==> src/design/pwpa_pkg.sv <==
// pwpa_pkg: shared constants and types for the write-protect and addressing block.
// assumes a 20 MHz reference clock and byte-wide command codes and data.
package pwpa_pkg;

  // ---------------------------------------------------------------
  // clock and timing
  // ---------------------------------------------------------------
  localparam int unsigned PWPA_CLK_HZ         = 20_000_000;
  localparam int unsigned PWPA_MIN_OFF_MS     = 120;
  localparam int unsigned PWPA_MIN_OFF_CYCLES = PWPA_CLK_HZ / 1000 * PWPA_MIN_OFF_MS;
  localparam int unsigned PWPA_CNT_W          = 22;

  // ---------------------------------------------------------------
  // command codes
  // ---------------------------------------------------------------
  localparam logic [7:0] PWPA_CMD_PAGE          = 8'h00;
  localparam logic [7:0] PWPA_CMD_OPERATION     = 8'h01;
  localparam logic [7:0] PWPA_CMD_ON_OFF_CONFIG = 8'h02;
  localparam logic [7:0] PWPA_CMD_CLEAR_FAULTS  = 8'h03;
  localparam logic [7:0] PWPA_CMD_WRITE_PROTECT = 8'h10;
  localparam logic [7:0] PWPA_CMD_STORE_USER    = 8'h15;
  localparam logic [7:0] PWPA_CMD_VOUT_COMMAND  = 8'h21;
  localparam logic [7:0] PWPA_CMD_STATUS_FIRST  = 8'h78;
  localparam logic [7:0] PWPA_CMD_STATUS_LAST   = 8'h80;
  localparam logic [7:0] PWPA_CMD_CHAN_CONFIG   = 8'hD0;
  localparam logic [7:0] PWPA_CMD_GEN_CONFIG    = 8'hD1;
  localparam logic [7:0] PWPA_CMD_DEV_ADDR      = 8'hE6;
  localparam logic [7:0] PWPA_CMD_RAIL_ADDR     = 8'hFA;

  // ---------------------------------------------------------------
  // values, reset values and field positions
  // ---------------------------------------------------------------
  localparam logic [7:0] PWPA_WP_LVL_ALL       = 8'h80;
  localparam logic [7:0] PWPA_WP_LVL_OPS       = 8'h40;
  localparam logic [7:0] PWPA_WP_LVL_CTRL      = 8'h20;
  localparam logic [7:0] PWPA_WP_WR_MASK       = 8'hE0;
  localparam logic [7:0] PWPA_ADDR_OFF         = 8'h80;
  localparam logic [6:0] PWPA_GLOBAL_ADDR_A    = 7'h5A;
  localparam logic [6:0] PWPA_GLOBAL_ADDR_B    = 7'h5B;
  localparam logic [7:0] PWPA_PAGE_CH0         = 8'h00;
  localparam logic [7:0] PWPA_PAGE_CH1         = 8'h01;
  localparam logic [7:0] PWPA_PAGE_BOTH        = 8'hFF;
  localparam logic [7:0] PWPA_RST_PAGE         = 8'h00;
  localparam logic [7:0] PWPA_RST_WP           = 8'h00;
  localparam logic [7:0] PWPA_RST_DEV_ADDR     = 8'h4F;
  localparam logic [7:0] PWPA_RST_RAIL_ADDR    = 8'h80;
  localparam logic [7:0] PWPA_RST_CHAN_CFG     = 8'h1D;
  localparam logic [7:0] PWPA_RST_GEN_CFG      = 8'h21;
  localparam logic [7:0] PWPA_RD_NONE          = 8'hFF;
  localparam int unsigned PWPA_CFG_NO_RUN_LOW  = 4;
  localparam int unsigned PWPA_CFG_SHORT_CYCLE = 3;
  localparam int unsigned PWPA_CFG_SHARE_CLK   = 2;
  localparam int unsigned PWPA_CFG_ALERT_MASK  = 1;
  localparam int unsigned PWPA_CFG_NO_DECAY    = 0;

  // ---------------------------------------------------------------
  // channel off/restart states
  // ---------------------------------------------------------------
  typedef enum logic [4:0] {
    PWPA_CH_IDLE  = 5'b0_0001,
    PWPA_CH_RUN   = 5'b0_0010,
    PWPA_CH_STOP  = 5'b0_0100,
    PWPA_CH_SHORT = 5'b0_1000,
    PWPA_CH_DECAY = 5'b1_0000
  } pwpa_ch_state_t;

endpackage : pwpa_pkg

==> src/design/pwpa_chan.sv <==
// pwpa_chan: off/restart behaviour of one output channel, steered by its config byte.
// assumes run, stop-done, decay and fault inputs are synchronous to clk.
`timescale 1ns/1ps
module pwpa_chan
  import pwpa_pkg::*;
#(
  parameter int unsigned MIN_OFF_CYCLES = PWPA_MIN_OFF_CYCLES
)
(
  input  wire logic       clk,
  input  wire logic       srst,
  input  wire logic [7:0] cfg,
  input  wire logic       on_cmd,
  input  wire logic       fault_off,
  input  wire logic       stop_done,
  input  wire logic       vout_low,
  input  wire logic       share_clk_low,
  input  wire logic       fault_ext_low,
  input  wire logic       toff_max_hit,
  input  wire logic       clr_faults,
  output logic            out_en_q,
  output logic            run_low_q,
  output logic            alert_q,
  output logic            toff_warn_q,
  output pwpa_ch_state_t  state_q
);

  localparam logic [PWPA_CNT_W-1:0] MIN_OFF_LAST = PWPA_CNT_W'(MIN_OFF_CYCLES - 1);

  pwpa_ch_state_t          state_d;
  logic [PWPA_CNT_W-1:0]   cnt_q;
  logic                    clk_gate;
  logic                    skip_decay;

  assign clk_gate   = cfg[PWPA_CFG_SHARE_CLK] & share_clk_low;
  assign skip_decay = cfg[PWPA_CFG_NO_DECAY];

  // ---------------------------------------------------------------
  // state sequencing
  // ---------------------------------------------------------------
  always_comb
  begin
    state_d = state_q;
    unique case (state_q)
      PWPA_CH_IDLE:
        if (on_cmd && !clk_gate && !fault_off)
          state_d = PWPA_CH_RUN;
      PWPA_CH_RUN:
        if (!on_cmd || fault_off)
          state_d = PWPA_CH_STOP;
      PWPA_CH_STOP:
        if (on_cmd && cfg[PWPA_CFG_SHORT_CYCLE])
          state_d = PWPA_CH_SHORT;
        else if (stop_done)
          state_d = skip_decay ? PWPA_CH_IDLE : PWPA_CH_DECAY;
      PWPA_CH_SHORT:
        if (cnt_q == MIN_OFF_LAST)
          state_d = skip_decay ? PWPA_CH_IDLE : PWPA_CH_DECAY;
      PWPA_CH_DECAY:
        if (vout_low)
          state_d = PWPA_CH_IDLE;
      default:
        state_d = PWPA_CH_IDLE;
    endcase
  end

  always_ff @(posedge clk)
  begin
    if (srst)
      state_q <= PWPA_CH_IDLE;
    else
      state_q <= state_d;
  end

  // min off time counts only while short-cycled off
  always_ff @(posedge clk)
  begin
    if (srst || state_q != PWPA_CH_SHORT)
      cnt_q <= '0;
    else
      cnt_q <= cnt_q + 1'b1;
  end

  // ---------------------------------------------------------------
  // outputs
  // ---------------------------------------------------------------
  // short cycle forces an immediate off, so only run and stop drive the output
  always_ff @(posedge clk)
  begin
    if (srst)
      out_en_q <= 1'b0;
    else
      out_en_q <= (state_d == PWPA_CH_RUN || state_d == PWPA_CH_STOP) && !clk_gate;
  end

  always_ff @(posedge clk)
  begin
    if (srst)
      run_low_q <= 1'b0;
    else
      run_low_q <= !on_cmd && !cfg[PWPA_CFG_NO_RUN_LOW];
  end

  always_ff @(posedge clk)
  begin
    if (srst)
      alert_q <= 1'b0;
    else
      alert_q <= fault_ext_low && !cfg[PWPA_CFG_ALERT_MASK];
  end

  // sticky warning: a new hit in the clearing cycle wins
  always_ff @(posedge clk)
  begin
    if (srst)
      toff_warn_q <= 1'b0;
    else if (toff_max_hit && state_q == PWPA_CH_DECAY && !skip_decay)
      toff_warn_q <= 1'b1;
    else if (clr_faults)
      toff_warn_q <= 1'b0;
  end

endmodule : pwpa_chan

==> src/design/pwpa_top.sv <==
// pwpa_top: command write gating, address resolution and channel configuration.
// assumes an upstream serial engine presents decoded command writes and reads
// as one-cycle strobes synchronous to REF_CLK.
//
// Contract
// - level 0x80 allows only protect, page, unlock, store
// - level 0x40 adds peak-clear, operation, clear-faults
// - level 0x20 adds on-off config and vout command
// - status bit clears pass under 0x40, 0x20, pin
// - level 0x00 allows every command write
// - protect pin high overrides level, short list
// - device address register sets address; 0x80 disables
// - global addresses 0x5A and 0x5B always answer
// - select pins form address even when ignoring resistors
// - both select pins open uses stored address
// - pin 0 open takes low four stored bits
// - pin 1 open takes high three stored bits
// - rail address maps to channel; 0x80 disables
// - rail read contention raises communication fault
// - config bit 4 stops run pin pulling low
// - config bit 3 short-cycles on, then 120ms off
// - config bit 2 disables output while clock low
// - config bit 1 masks alert for external fault
// - config bit 0 clear waits for output decay
// - config bit 0 set skips decay and warning
// - page 0x00 and 0x01 select one channel
// - page 0xFF applies writes to both channels
`timescale 1ns/1ps
module pwpa_top
  import pwpa_pkg::*;
#(
  parameter int unsigned NUM_CH         = 2,
  parameter int unsigned MIN_OFF_CYCLES = PWPA_MIN_OFF_CYCLES,
  parameter logic [7:0]  EE_UNLOCK_CODE = 8'hBD,
  parameter logic [7:0]  PEAK_CLR_CODE  = 8'hE3
)
(
  input  wire logic                  REF_CLK,
  input  wire logic                  SRST,
  input  wire logic                  WP_PIN,
  input  wire logic                  ADDR_SELECT_PIN0_OPEN,
  input  wire logic [3:0]            ADDR_SELECT_PIN0_VAL,
  input  wire logic                  ADDR_SELECT_PIN1_OPEN,
  input  wire logic [2:0]            ADDR_SELECT_PIN1_VAL,
  input  wire logic                  CMD_WR,
  input  wire logic [6:0]            CMD_ADDR,
  input  wire logic [7:0]            CMD_CODE,
  input  wire logic [7:0]            CMD_DATA,
  input  wire logic                  RD_REQ,
  input  wire logic [6:0]            RD_ADDR,
  input  wire logic [7:0]            RD_CODE,
  input  wire logic                  RD_CONTEND,
  input  wire logic [NUM_CH-1:0]     CH_ON_CMD,
  input  wire logic [NUM_CH-1:0]     CH_FAULT_OFF,
  input  wire logic [NUM_CH-1:0]     CH_STOP_DONE,
  input  wire logic [NUM_CH-1:0]     CH_VOUT_LOW,
  input  wire logic                  SHARE_CLK_LOW,
  input  wire logic [NUM_CH-1:0]     CH_FAULT_EXT_LOW,
  input  wire logic [NUM_CH-1:0]     CH_TOFF_MAX_HIT,
  output logic                       CMD_ACK,
  output logic                       CMD_BLOCKED,
  output logic                       FWD_VALID,
  output logic [7:0]                 FWD_CODE,
  output logic [7:0]                 FWD_DATA,
  output logic [NUM_CH-1:0]          FWD_CH_MASK,
  output logic                       RD_VALID,
  output logic [7:0]                 RD_DATA,
  output logic [6:0]                 EFF_ADDR,
  output logic                       CML_FAULT,
  output logic [NUM_CH-1:0]          CH_OUT_EN,
  output logic [NUM_CH-1:0]          CH_RUN_LOW,
  output logic [NUM_CH-1:0]          CH_ALERT,
  output logic [NUM_CH-1:0]          CH_TOFF_WARN
);

  // ---------------------------------------------------------------
  // registers
  // ---------------------------------------------------------------
  logic [7:0]        page_q;
  logic [7:0]        wp_lvl_q;
  logic [7:0]        dev_addr_q;
  logic [7:0]        gen_cfg_q;
  logic [7:0]        rail_addr_q [NUM_CH];
  logic [7:0]        chan_cfg_q  [NUM_CH];
  logic [6:0]        eff_addr_d;
  logic              dev_hit;
  logic              global_hit;
  logic [NUM_CH-1:0] rail_hit;
  logic [NUM_CH-1:0] rd_rail_hit;
  logic [NUM_CH-1:0] page_mask;
  logic [NUM_CH-1:0] wr_mask;
  logic              addr_hit;
  logic              allowed;
  logic              wr_go;
  logic              rail_rd_q;
  logic              clr_faults;
  int unsigned       rd_ch;

  // ---------------------------------------------------------------
  // write protection
  // ---------------------------------------------------------------
  // fault clears through status commands survive the milder levels and the pin;
  // the strictest level lists none of them, so they are refused there
  function automatic logic wr_allowed(input logic [7:0] code,
                                      input logic [7:0] lvl,
                                      input logic       pin);
    logic base;
    logic ops;
    logic ctrl;
    logic status;
    base   = code == PWPA_CMD_WRITE_PROTECT || code == PWPA_CMD_PAGE ||
             code == EE_UNLOCK_CODE;
    ops    = code == PEAK_CLR_CODE || code == PWPA_CMD_OPERATION ||
             code == PWPA_CMD_CLEAR_FAULTS;
    ctrl   = code == PWPA_CMD_ON_OFF_CONFIG || code == PWPA_CMD_VOUT_COMMAND;
    status = code >= PWPA_CMD_STATUS_FIRST && code <= PWPA_CMD_STATUS_LAST;
    if (pin)
      wr_allowed = base || ops || status;
    else if (lvl[7])
      wr_allowed = base || code == PWPA_CMD_STORE_USER;
    else if (lvl[6])
      wr_allowed = base || ops || status || code == PWPA_CMD_STORE_USER;
    else if (lvl[5])
      wr_allowed = base || ops || ctrl || status || code == PWPA_CMD_STORE_USER;
    else
      wr_allowed = 1'b1;
  endfunction : wr_allowed

  // ---------------------------------------------------------------
  // address resolution
  // ---------------------------------------------------------------
  // select pins are honoured whatever the general config says about resistors
  assign eff_addr_d = {ADDR_SELECT_PIN1_OPEN ? dev_addr_q[6:4] : ADDR_SELECT_PIN1_VAL,
                       ADDR_SELECT_PIN0_OPEN ? dev_addr_q[3:0] : ADDR_SELECT_PIN0_VAL};

  assign dev_hit    = dev_addr_q != PWPA_ADDR_OFF && CMD_ADDR == eff_addr_d;
  assign global_hit = CMD_ADDR == PWPA_GLOBAL_ADDR_A ||
                      CMD_ADDR == PWPA_GLOBAL_ADDR_B;

  // a rail address steers paged writes and the forward mask only to the channel that owns it
  for (genvar c = 0; c < NUM_CH; c++)
  begin : g_rail
    assign rail_hit[c]    = rail_addr_q[c] != PWPA_ADDR_OFF &&
                            CMD_ADDR == rail_addr_q[c][6:0];
    assign rd_rail_hit[c] = rail_addr_q[c] != PWPA_ADDR_OFF &&
                            RD_ADDR == rail_addr_q[c][6:0];
  end : g_rail

  always_comb
  begin
    page_mask = '0;
    if (page_q == PWPA_PAGE_BOTH)
      page_mask = '1;
    else if (page_q == PWPA_PAGE_CH0)
      page_mask[0] = 1'b1;
    else if (page_q == PWPA_PAGE_CH1)
      page_mask[NUM_CH-1] = 1'b1;
  end

  assign addr_hit   = dev_hit || global_hit || (|rail_hit);
  assign wr_mask    = (dev_hit || global_hit) ? page_mask : rail_hit;
  assign allowed    = wr_allowed(CMD_CODE, wp_lvl_q, WP_PIN);
  assign wr_go      = CMD_WR && addr_hit && allowed;
  assign clr_faults = wr_go && CMD_CODE == PWPA_CMD_CLEAR_FAULTS;

  always_ff @(posedge REF_CLK)
  begin
    if (SRST)
      EFF_ADDR <= PWPA_RST_DEV_ADDR[6:0];
    else
      EFF_ADDR <= eff_addr_d;
  end

  // ---------------------------------------------------------------
  // unpaged registers
  // ---------------------------------------------------------------
  // page is not changed by a rail-addressed write, which targets a fixed channel
  always_ff @(posedge REF_CLK)
  begin
    if (SRST)
      page_q <= PWPA_RST_PAGE;
    else if (wr_go && !(|rail_hit && !dev_hit && !global_hit) &&
             CMD_CODE == PWPA_CMD_PAGE)
      page_q <= CMD_DATA;
  end

  // reserved low bits of the protect level are stored as zero
  always_ff @(posedge REF_CLK)
  begin
    if (SRST)
      wp_lvl_q <= PWPA_RST_WP;
    else if (wr_go && CMD_CODE == PWPA_CMD_WRITE_PROTECT)
      wp_lvl_q <= CMD_DATA & PWPA_WP_WR_MASK;
  end

  always_ff @(posedge REF_CLK)
  begin
    if (SRST)
      dev_addr_q <= PWPA_RST_DEV_ADDR;
    else if (wr_go && CMD_CODE == PWPA_CMD_DEV_ADDR)
      dev_addr_q <= CMD_DATA;
  end

  always_ff @(posedge REF_CLK)
  begin
    if (SRST)
      gen_cfg_q <= PWPA_RST_GEN_CFG;
    else if (wr_go && CMD_CODE == PWPA_CMD_GEN_CONFIG)
      gen_cfg_q <= CMD_DATA;
  end

  // ---------------------------------------------------------------
  // paged registers and channels
  // ---------------------------------------------------------------
  for (genvar c = 0; c < NUM_CH; c++)
  begin : g_ch
    always_ff @(posedge REF_CLK)
    begin
      if (SRST)
        rail_addr_q[c] <= PWPA_RST_RAIL_ADDR;
      else if (wr_go && wr_mask[c] && CMD_CODE == PWPA_CMD_RAIL_ADDR)
        rail_addr_q[c] <= CMD_DATA;
    end

    always_ff @(posedge REF_CLK)
    begin
      if (SRST)
        chan_cfg_q[c] <= PWPA_RST_CHAN_CFG;
      else if (wr_go && wr_mask[c] && CMD_CODE == PWPA_CMD_CHAN_CONFIG)
        chan_cfg_q[c] <= CMD_DATA;
    end

    pwpa_chan #(
      .MIN_OFF_CYCLES (MIN_OFF_CYCLES)
    ) u_chan (
      .clk           (REF_CLK),
      .srst          (SRST),
      .cfg           (chan_cfg_q[c]),
      .on_cmd        (CH_ON_CMD[c]),
      .fault_off     (CH_FAULT_OFF[c]),
      .stop_done     (CH_STOP_DONE[c]),
      .vout_low      (CH_VOUT_LOW[c]),
      .share_clk_low (SHARE_CLK_LOW),
      .fault_ext_low (CH_FAULT_EXT_LOW[c]),
      .toff_max_hit  (CH_TOFF_MAX_HIT[c]),
      .clr_faults    (clr_faults),
      .out_en_q      (CH_OUT_EN[c]),
      .run_low_q     (CH_RUN_LOW[c]),
      .alert_q       (CH_ALERT[c]),
      .toff_warn_q   (CH_TOFF_WARN[c]),
      .state_q       ()
    );
  end : g_ch

  // ---------------------------------------------------------------
  // write answers and forwarding
  // ---------------------------------------------------------------
  always_ff @(posedge REF_CLK)
  begin
    if (SRST)
    begin
      CMD_ACK     <= 1'b0;
      CMD_BLOCKED <= 1'b0;
    end
    else
    begin
      CMD_ACK     <= wr_go;
      CMD_BLOCKED <= CMD_WR && addr_hit && !allowed;
    end
  end

  // commands not held here go on downstream with their channel mask
  always_ff @(posedge REF_CLK)
  begin
    if (SRST)
    begin
      FWD_VALID   <= 1'b0;
      FWD_CODE    <= 8'h00;
      FWD_DATA    <= 8'h00;
      FWD_CH_MASK <= '0;
    end
    else
    begin
      FWD_VALID   <= wr_go && CMD_CODE != PWPA_CMD_PAGE &&
                     CMD_CODE != PWPA_CMD_WRITE_PROTECT &&
                     CMD_CODE != PWPA_CMD_DEV_ADDR && CMD_CODE != PWPA_CMD_GEN_CONFIG &&
                     CMD_CODE != PWPA_CMD_RAIL_ADDR && CMD_CODE != PWPA_CMD_CHAN_CONFIG;
      FWD_CODE    <= CMD_CODE;
      FWD_DATA    <= CMD_DATA;
      FWD_CH_MASK <= wr_mask;
    end
  end

  // ---------------------------------------------------------------
  // reads and rail contention
  // ---------------------------------------------------------------
  // page 0xFF reads channel 0; reading that way is discouraged anyway
  always_comb
  begin
    rd_ch = 0;
    if (|rd_rail_hit && !rd_rail_hit[0])
      rd_ch = NUM_CH - 1;
    else if (!(|rd_rail_hit) && page_q == PWPA_PAGE_CH1)
      rd_ch = NUM_CH - 1;
  end

  always_ff @(posedge REF_CLK)
  begin
    if (SRST)
    begin
      RD_VALID <= 1'b0;
      RD_DATA  <= 8'h00;
    end
    else
    begin
      RD_VALID <= RD_REQ;
      if (RD_REQ)
      begin
        unique case (RD_CODE)
          PWPA_CMD_PAGE:          RD_DATA <= page_q;
          PWPA_CMD_WRITE_PROTECT: RD_DATA <= wp_lvl_q;
          PWPA_CMD_DEV_ADDR:      RD_DATA <= dev_addr_q;
          PWPA_CMD_GEN_CONFIG:    RD_DATA <= gen_cfg_q;
          PWPA_CMD_RAIL_ADDR:     RD_DATA <= rail_addr_q[rd_ch];
          PWPA_CMD_CHAN_CONFIG:   RD_DATA <= chan_cfg_q[rd_ch];
          default:                RD_DATA <= PWPA_RD_NONE;
        endcase
      end
    end
  end

  // the host is expected never to read through the rail address; if it does,
  // a bit mismatch seen while answering flags a communication fault
  always_ff @(posedge REF_CLK)
  begin
    if (SRST)
      rail_rd_q <= 1'b0;
    else if (RD_REQ)
      rail_rd_q <= |rd_rail_hit;
  end

  always_ff @(posedge REF_CLK)
  begin
    if (SRST)
      CML_FAULT <= 1'b0;
    else if (RD_CONTEND && rail_rd_q)
      CML_FAULT <= 1'b1;
    else if (clr_faults)
      CML_FAULT <= 1'b0;
  end

endmodule : pwpa_top

==> config.mk <==
export PLATFORM = sky130hd
export DESIGN_NAME = pwpa_top
export DESIGN_NICKNAME = d
export VERILOG_FILES = /design/src/design/pwpa_pkg.sv /design/src/design/pwpa_chan.sv /design/src/design/pwpa_top.sv
export SDC_FILE = /design/constraint.sdc
export NUM_CORES = 1
export LEC_CHECK = 0
export BUFFER_PORTS_ARGS = -buffer_cell sky130_fd_sc_hd__clkbuf_2
export CAP_MARGIN = 30
export CORE_UTILIZATION = 57
export DETAILED_ROUTE_END_ITERATION = 12
export HOLD_SLACK_MARGIN = 0.05
export PLACE_DENSITY = 0.8
export SETUP_SLACK_MARGIN = 0.05
export SKIP_CTS_REPAIR_TIMING = 1
export SLEW_MARGIN = 20
export SYNTH_ARGS = -nofsm -noshare
export SYNTH_HDL_FRONTEND = slang
export SYNTH_SLANG_ARGS = --single-unit
export TNS_END_PERCENT = 5
==> constraint.sdc <==
create_clock -name REF_CLK -period 3.5 [get_ports REF_CLK]
set_clock_uncertainty 0.05 [all_clocks]
set_input_delay 0.175 -clock REF_CLK [delete_from_list [all_inputs] [get_ports REF_CLK]]
set_output_delay 0.175 -clock REF_CLK [all_outputs]
set_load 0.01 [all_outputs]
Word-level counts from Yosys, hierarchy flattened:

Memory sizes are Yosys's and may differ from the RTL's.
Cells that the tools add are included.

* order comparisons: 2
* reductions and logical operators: 96
* eq/ne operators: 52
* bitwise gates (word level): 6
* multiplexer cells: 52
* add/subtract/negate cells: 2

Operator list (count)
* 8-bit == test, second input constant: 11
* 5-bit two-way mux: 14
* 8-bit != test, second input constant: 7
* 5-bit case mux with 5 select lines: 2
* 1-bit logical AND: 48
* 8-bit case mux with 6 select lines: 1
* 22-bit by 1-bit adder with 22-bit output, second input constant: 2
* 22-bit == test, second input constant: 2
* 7-bit == test: 5
* 8-bit two-way mux: 4
* 1-bit two-way mux: 27
* 8-bit by 5-bit == test with 1-bit output, second input constant: 3
* 8-bit zero test: 3
* 1-bit logical OR: 21
* 5-bit by 2-bit == test with 1-bit output, second input constant: 4
* 5-bit by 3-bit == test with 1-bit output, second input constant: 4
* 1-bit zero test: 18
* 8-bit by 1-bit == test with 1-bit output, second input constant: 2
* 8-bit by 2-bit == test with 1-bit output, second input constant: 2
* 7-bit == test, second input constant: 2
* 5-bit by 1-bit == test with 1-bit output, second input constant: 2
* 5-bit by 4-bit == test with 1-bit output, second input constant: 2
* 5-bit == test, second input constant: 2
* 5-bit by 4-bit != test with 1-bit output, second input constant: 2
* other kinds (12): 20

* memory bits (writable): 32
* bits of input ports: 66
* memories: 2
* output and inout port bits: 46
* word-level logic and storage cells: 239
* register bits after elaboration: 128

Memories
* chan_cfg_q: depth 2, bits a word 8, read ports 3, clocked after memory_dff 0, write ports 2, RTL line pwpa_top.sv:84 `logic [7:0] chan_cfg_q [NUM_CH];`
* rail_addr_q: depth 2, bits a word 8, read ports 3, clocked after memory_dff 0, write ports 2, RTL line pwpa_top.sv:83 `logic [7:0] rail_addr_q [NUM_CH];`

Logic depth before layout (Yosys ltp):

* depth after elaboration: 18
* mapped depth: 10
* mapped depth without buffers: 7

Cells and area by module:

Synthesis repeated with hierarchy kept, for this count alone.

* cells, all modules: 869
* area, all modules: 7900.1 µm²

By module, submodules not included
* pwpa_top: seq. area each 2282.2 µm², cells each 515, instances 1, area an instance 4952.2 µm²
* pwpa_chan: seq. area each 620.6 µm², cells each 177, instances 2, area an instance 1473.9 µm²

Worst setup path before layout:

OpenSTA, ideal clock, no wires.

* path type: input to register
* start point: input port CMD_CODE[0]
* end point: memory chan_cfg_q[1][0], enable pin
* stages: 9
* setup slack: 0.571 ns
* library setup time: 0.387 ns
* data arrival time: 2.492 ns
* path buffers: 2
* data required time: 3.063 ns
* path through: clkbuf_1 > nor4bb_1 > nand2_1 > and3_1 > o2bb2a_1 > and2_1 > clkbuf_1 > nand2_1 > o31ai_1

RTL lines
* start, declared: RTL line pwpa_top.sv:47 `input wire logic [7:0] CMD_CODE,`
* end, declared: RTL line pwpa_top.sv:84

==> results by group <==
Layout
  – Design Area, Final: approximately 9000 um2
  – Area Overhead vs Synth: 19.1%
  – Net count, final: 1024
  – # diodes: 0
  – Share of cells above drive strength 1: 0.181
  – Filler cells: 1045
  – Register Area: 3520 um2
  – Multi-input gate area: 3790 um2

Run
  – Max-cap violations: 0

GRT
  – Largest net degree at the start of global routing: 49
  – Global-route wire length before repair: 30800 um
  – Initial antenna violation count: 0
  – Aggregate global-route resource usage: 0.282
  – Vias in the first global route: about 6300
  – Grt total ovfl: 0

Clock network
  – CTS root buf: clkbuf_16
  – Clock-pin slew on the worst setup and hold paths: about 0.060 ns
  – Clk_lat worst skew: around 0.43 ns
  – Total CTS buffers: 17
  – # H-tree levels: 4
  – # clock sinks: 160
  – CTS tree: done
  – Clk buf depth: 2

Setup path
  – Critical R2R Launch: page_q[2]
  – Crit path required time: 3.54 ns
  – Register-to-Register Path Depth: 7
  – Startpoint types: register
  – Arrival time worst endpoint: 3.03 ns
  – CP Class: reg -> reg
  – FF-to-FF setup slack: 0.51 ns
  – R2r endpoint: rail_addr_q[1][3]
  – CP Max Fanout: 8
  – Endpoint class of the critical path: register

Synth
  – Syn_area_per_cell: 9.11 um2
  – Asr flop ratio synth: 0
  – Yosys warning count: 0
  – Syn Inst Count: 837
  – Sequential share of the synthesized area: 0.462
  – Post-Synthesis Net Count: 905
  – Yosys top cell area share: 0.336
  – Ranking of synthesized cells by area: dfxtp_1 (34%), edfxtp_1 (13%), nor2_1 (4.8%), xnor2_1 (4.5%), nand2_1 (3.7%)
  – EDFF count, synth: 32
  – Synthesized cell area: 7630 um2
  – Yosys top cell by area: dfxtp_1
  – Library cells used by synthesis: 66
  – FF+latch count, synth: 160
  – Synth Flop Type: dfxtp_1

Floorplanning
  – Row count: 41
  – Die W: 118 um
  – DIE AREA: 13800 um2
  – Die Ht: ~120 um
  – Starting Density: 0.595
  – Core Box Area: 12800 um2
  – Ports: 112

Power and ir drop
  – Sw frac: 0.237
  – Share of total power in the clock network: 0.452
  – Seq pwr share: 0.475
  – Combinational Power Share: 0.073
  – Leakage: 3.35 nW
  – Cell internal pwr: just over 3 mW
  – PnR Total Power: 4.09 mW
  – PD cells: 450 nW/um2
  – Peak VDD IR: 0.475 mV
  – Switching Power: slightly below 1 mW

Min path
  – Min-Delay Path Depth: 3
  – HP Start: ADDR_SELECT_PIN1_VAL[1]
  – Hold Path Class: in -> reg
  – Hold EP: EFF_ADDR[5]

STA
  – Unrepaired setup endpoints after global routing: false
  – Fin. max-slew vios: 0
  – Slew @ Worst Pin: 0.793 ns
  – Final TNS setup: 0 ns
  – Minimum clock period: 2.99 ns
  – Fin crit share: 0.854
  – Max-slew headroom: 0.467
  – Final worst setup slack: a little over 0.5 ns
  – Final hold violations: 0
  – Setup violations, final: 0
  – Max Fclk: 335 MHz

Place
  – Final Wtd Congestion: 0.942
  – Detail Placement HPWL: 14200 um
  – Pre-CTS WS: 0.557 ns
  – Placed cell area: slightly above 8000 um2
  – IO Port Bufs: 111

Route
  – DR pass1 iterations: 6
  – Via count: between 6000 and 7000
  – DRT antenna net count: 0
  – 1st-iter DRT viols: 695
  – Final wirelength: 19700 um
  – WL/cell: approximately 17 um
  – Via density: 5.91
  – DRC: 0

Status
  – Outcome: completed
how the worst max path moves through the flow:
stage,start,end,slack [ns]
2_1_floorplan,CMD_CODE[0],chan_cfg_q[1][0],0.57
3_3_place_gp,page_q[2],rail_addr_q[1][7],0.61
3_5_place_dp,ADDR_SELECT_PIN0_OPEN,rail_addr_q[1][7],0.56
4_1_cts,page_q[2],rail_addr_q[1][3],0.54
5_1_grt,ADDR_SELECT_PIN0_VAL[0],rail_addr_q[1][2],0.38
6_report,page_q[2],rail_addr_q[1][3],0.51
critical path, cell delays in order (launching register included):
cell	delay (ns)
dfxtp_1	0.33
or4_1	0.52
or4_4	0.46
inv_1	0.07
o21ai_0	0.07
mux2_4	0.30
or4_4	0.55
nand2_1	0.30
layout by cell type (no fill, tap or decap), types with 12 or more instances in the layout:
cell type / count
edfxtp_1: 32
mux2i_1: 27
nand4_1: 17
nand2_1: 76
xnor2_1: 39
nor3_1: 33
or3_1: 15
clkbuf_16: 17
nor4_1: 15
o21ai_0: 28
nor2_1: 98
nand3_1: 40
dfxtp_1: 128
clkbuf_2: 111
inv_1: 26
and3_1: 12
a21oi_1: 17
nor2b_1: 16
dlygate4sd3_1: 24
a211oi_1: 13
xor2_1: 29
cells in the mapped netlist (11+ instances only):
cell and count:
a211oi_1 13, and3_1 12, or3_1 15, xor2_1 29, nor4_1 15, clkbuf_1 26
nor2_1 98, nand4_1 17, o21ai_0 28, edfxtp_1 32, nand2b_1 11, inv_1 26
a21oi_1 17, nand3_1 40, nand2_1 76, a31oi_1 11, nor3_1 33, nor3_2 11
xnor2_1 39, nor2b_1 16, mux2i_1 27, dfxtp_1 128
area by class of cell:
type                            instances  area share
Clock inverter                         14      0.0171
Multi-Input combinational cell        607       0.417
Timing Repair Buffer                  144      0.0950
Tap cell                              172      0.0237
Clock buffer                           18      0.0483
Inverter                               26      0.0107
Sequential cell                       160       0.388
logic make-up after synthesis:
family / Yosys count / synth area share
flops: 160 / 0.462
mux: 32 / 0.0438
buf+inv: 70 / 0.0412
simple gates: 389 / 0.267
xor+xnor: 68 / 0.0781
fa+ha+maj: 2 / 0.00328
compound gates: 116 / 0.105
registers in the layout, summed over array words and instances, names as in the netlist, 10 cells and up:
signal and count:
g_ch.u_chan.cnt_q 44, g_ch.u_chan.state_q 10, chan_cfg_q 16, rail_addr_q 16
through the flow:
step                      utilization  cells  hold slack (ns)
final                           0.708   1141           0.0153
after global routing            0.708   1141           0.0411
after CTS                       0.690   1117          -0.0844
after detailed placement        0.643   1085            0.362
after global placement          0.643   1085            0.368
after floorplan                     -    837            0.204
metal layers:
layer | vias to the layer above | GRT usage | wire [um]
met5 | - | 0 | 0
met1 | 3131 | 0.356 | 7950
met3 | 60 | 0.0625 | 1630
met2 | 323 | 0.471 | 9550
li1 | 3230 | - | -
met4 | 0 | 0.105 | 534
power groups by stage:
stage / registers (mW) / clock network [mW] / logic [mW]
after floorplan: 1.98 / 0 / 0.143
after global placement: 1.98 / 0 / 0.268
after detailed placement: 1.98 / 0 / 0.272
after CTS: 1.94 / 1.86 / 0.274
after global routing: 1.94 / 1.95 / 0.322
final: 1.94 / 1.85 / 0.299
No activity file was read; power rests on OpenSTA's default activity.
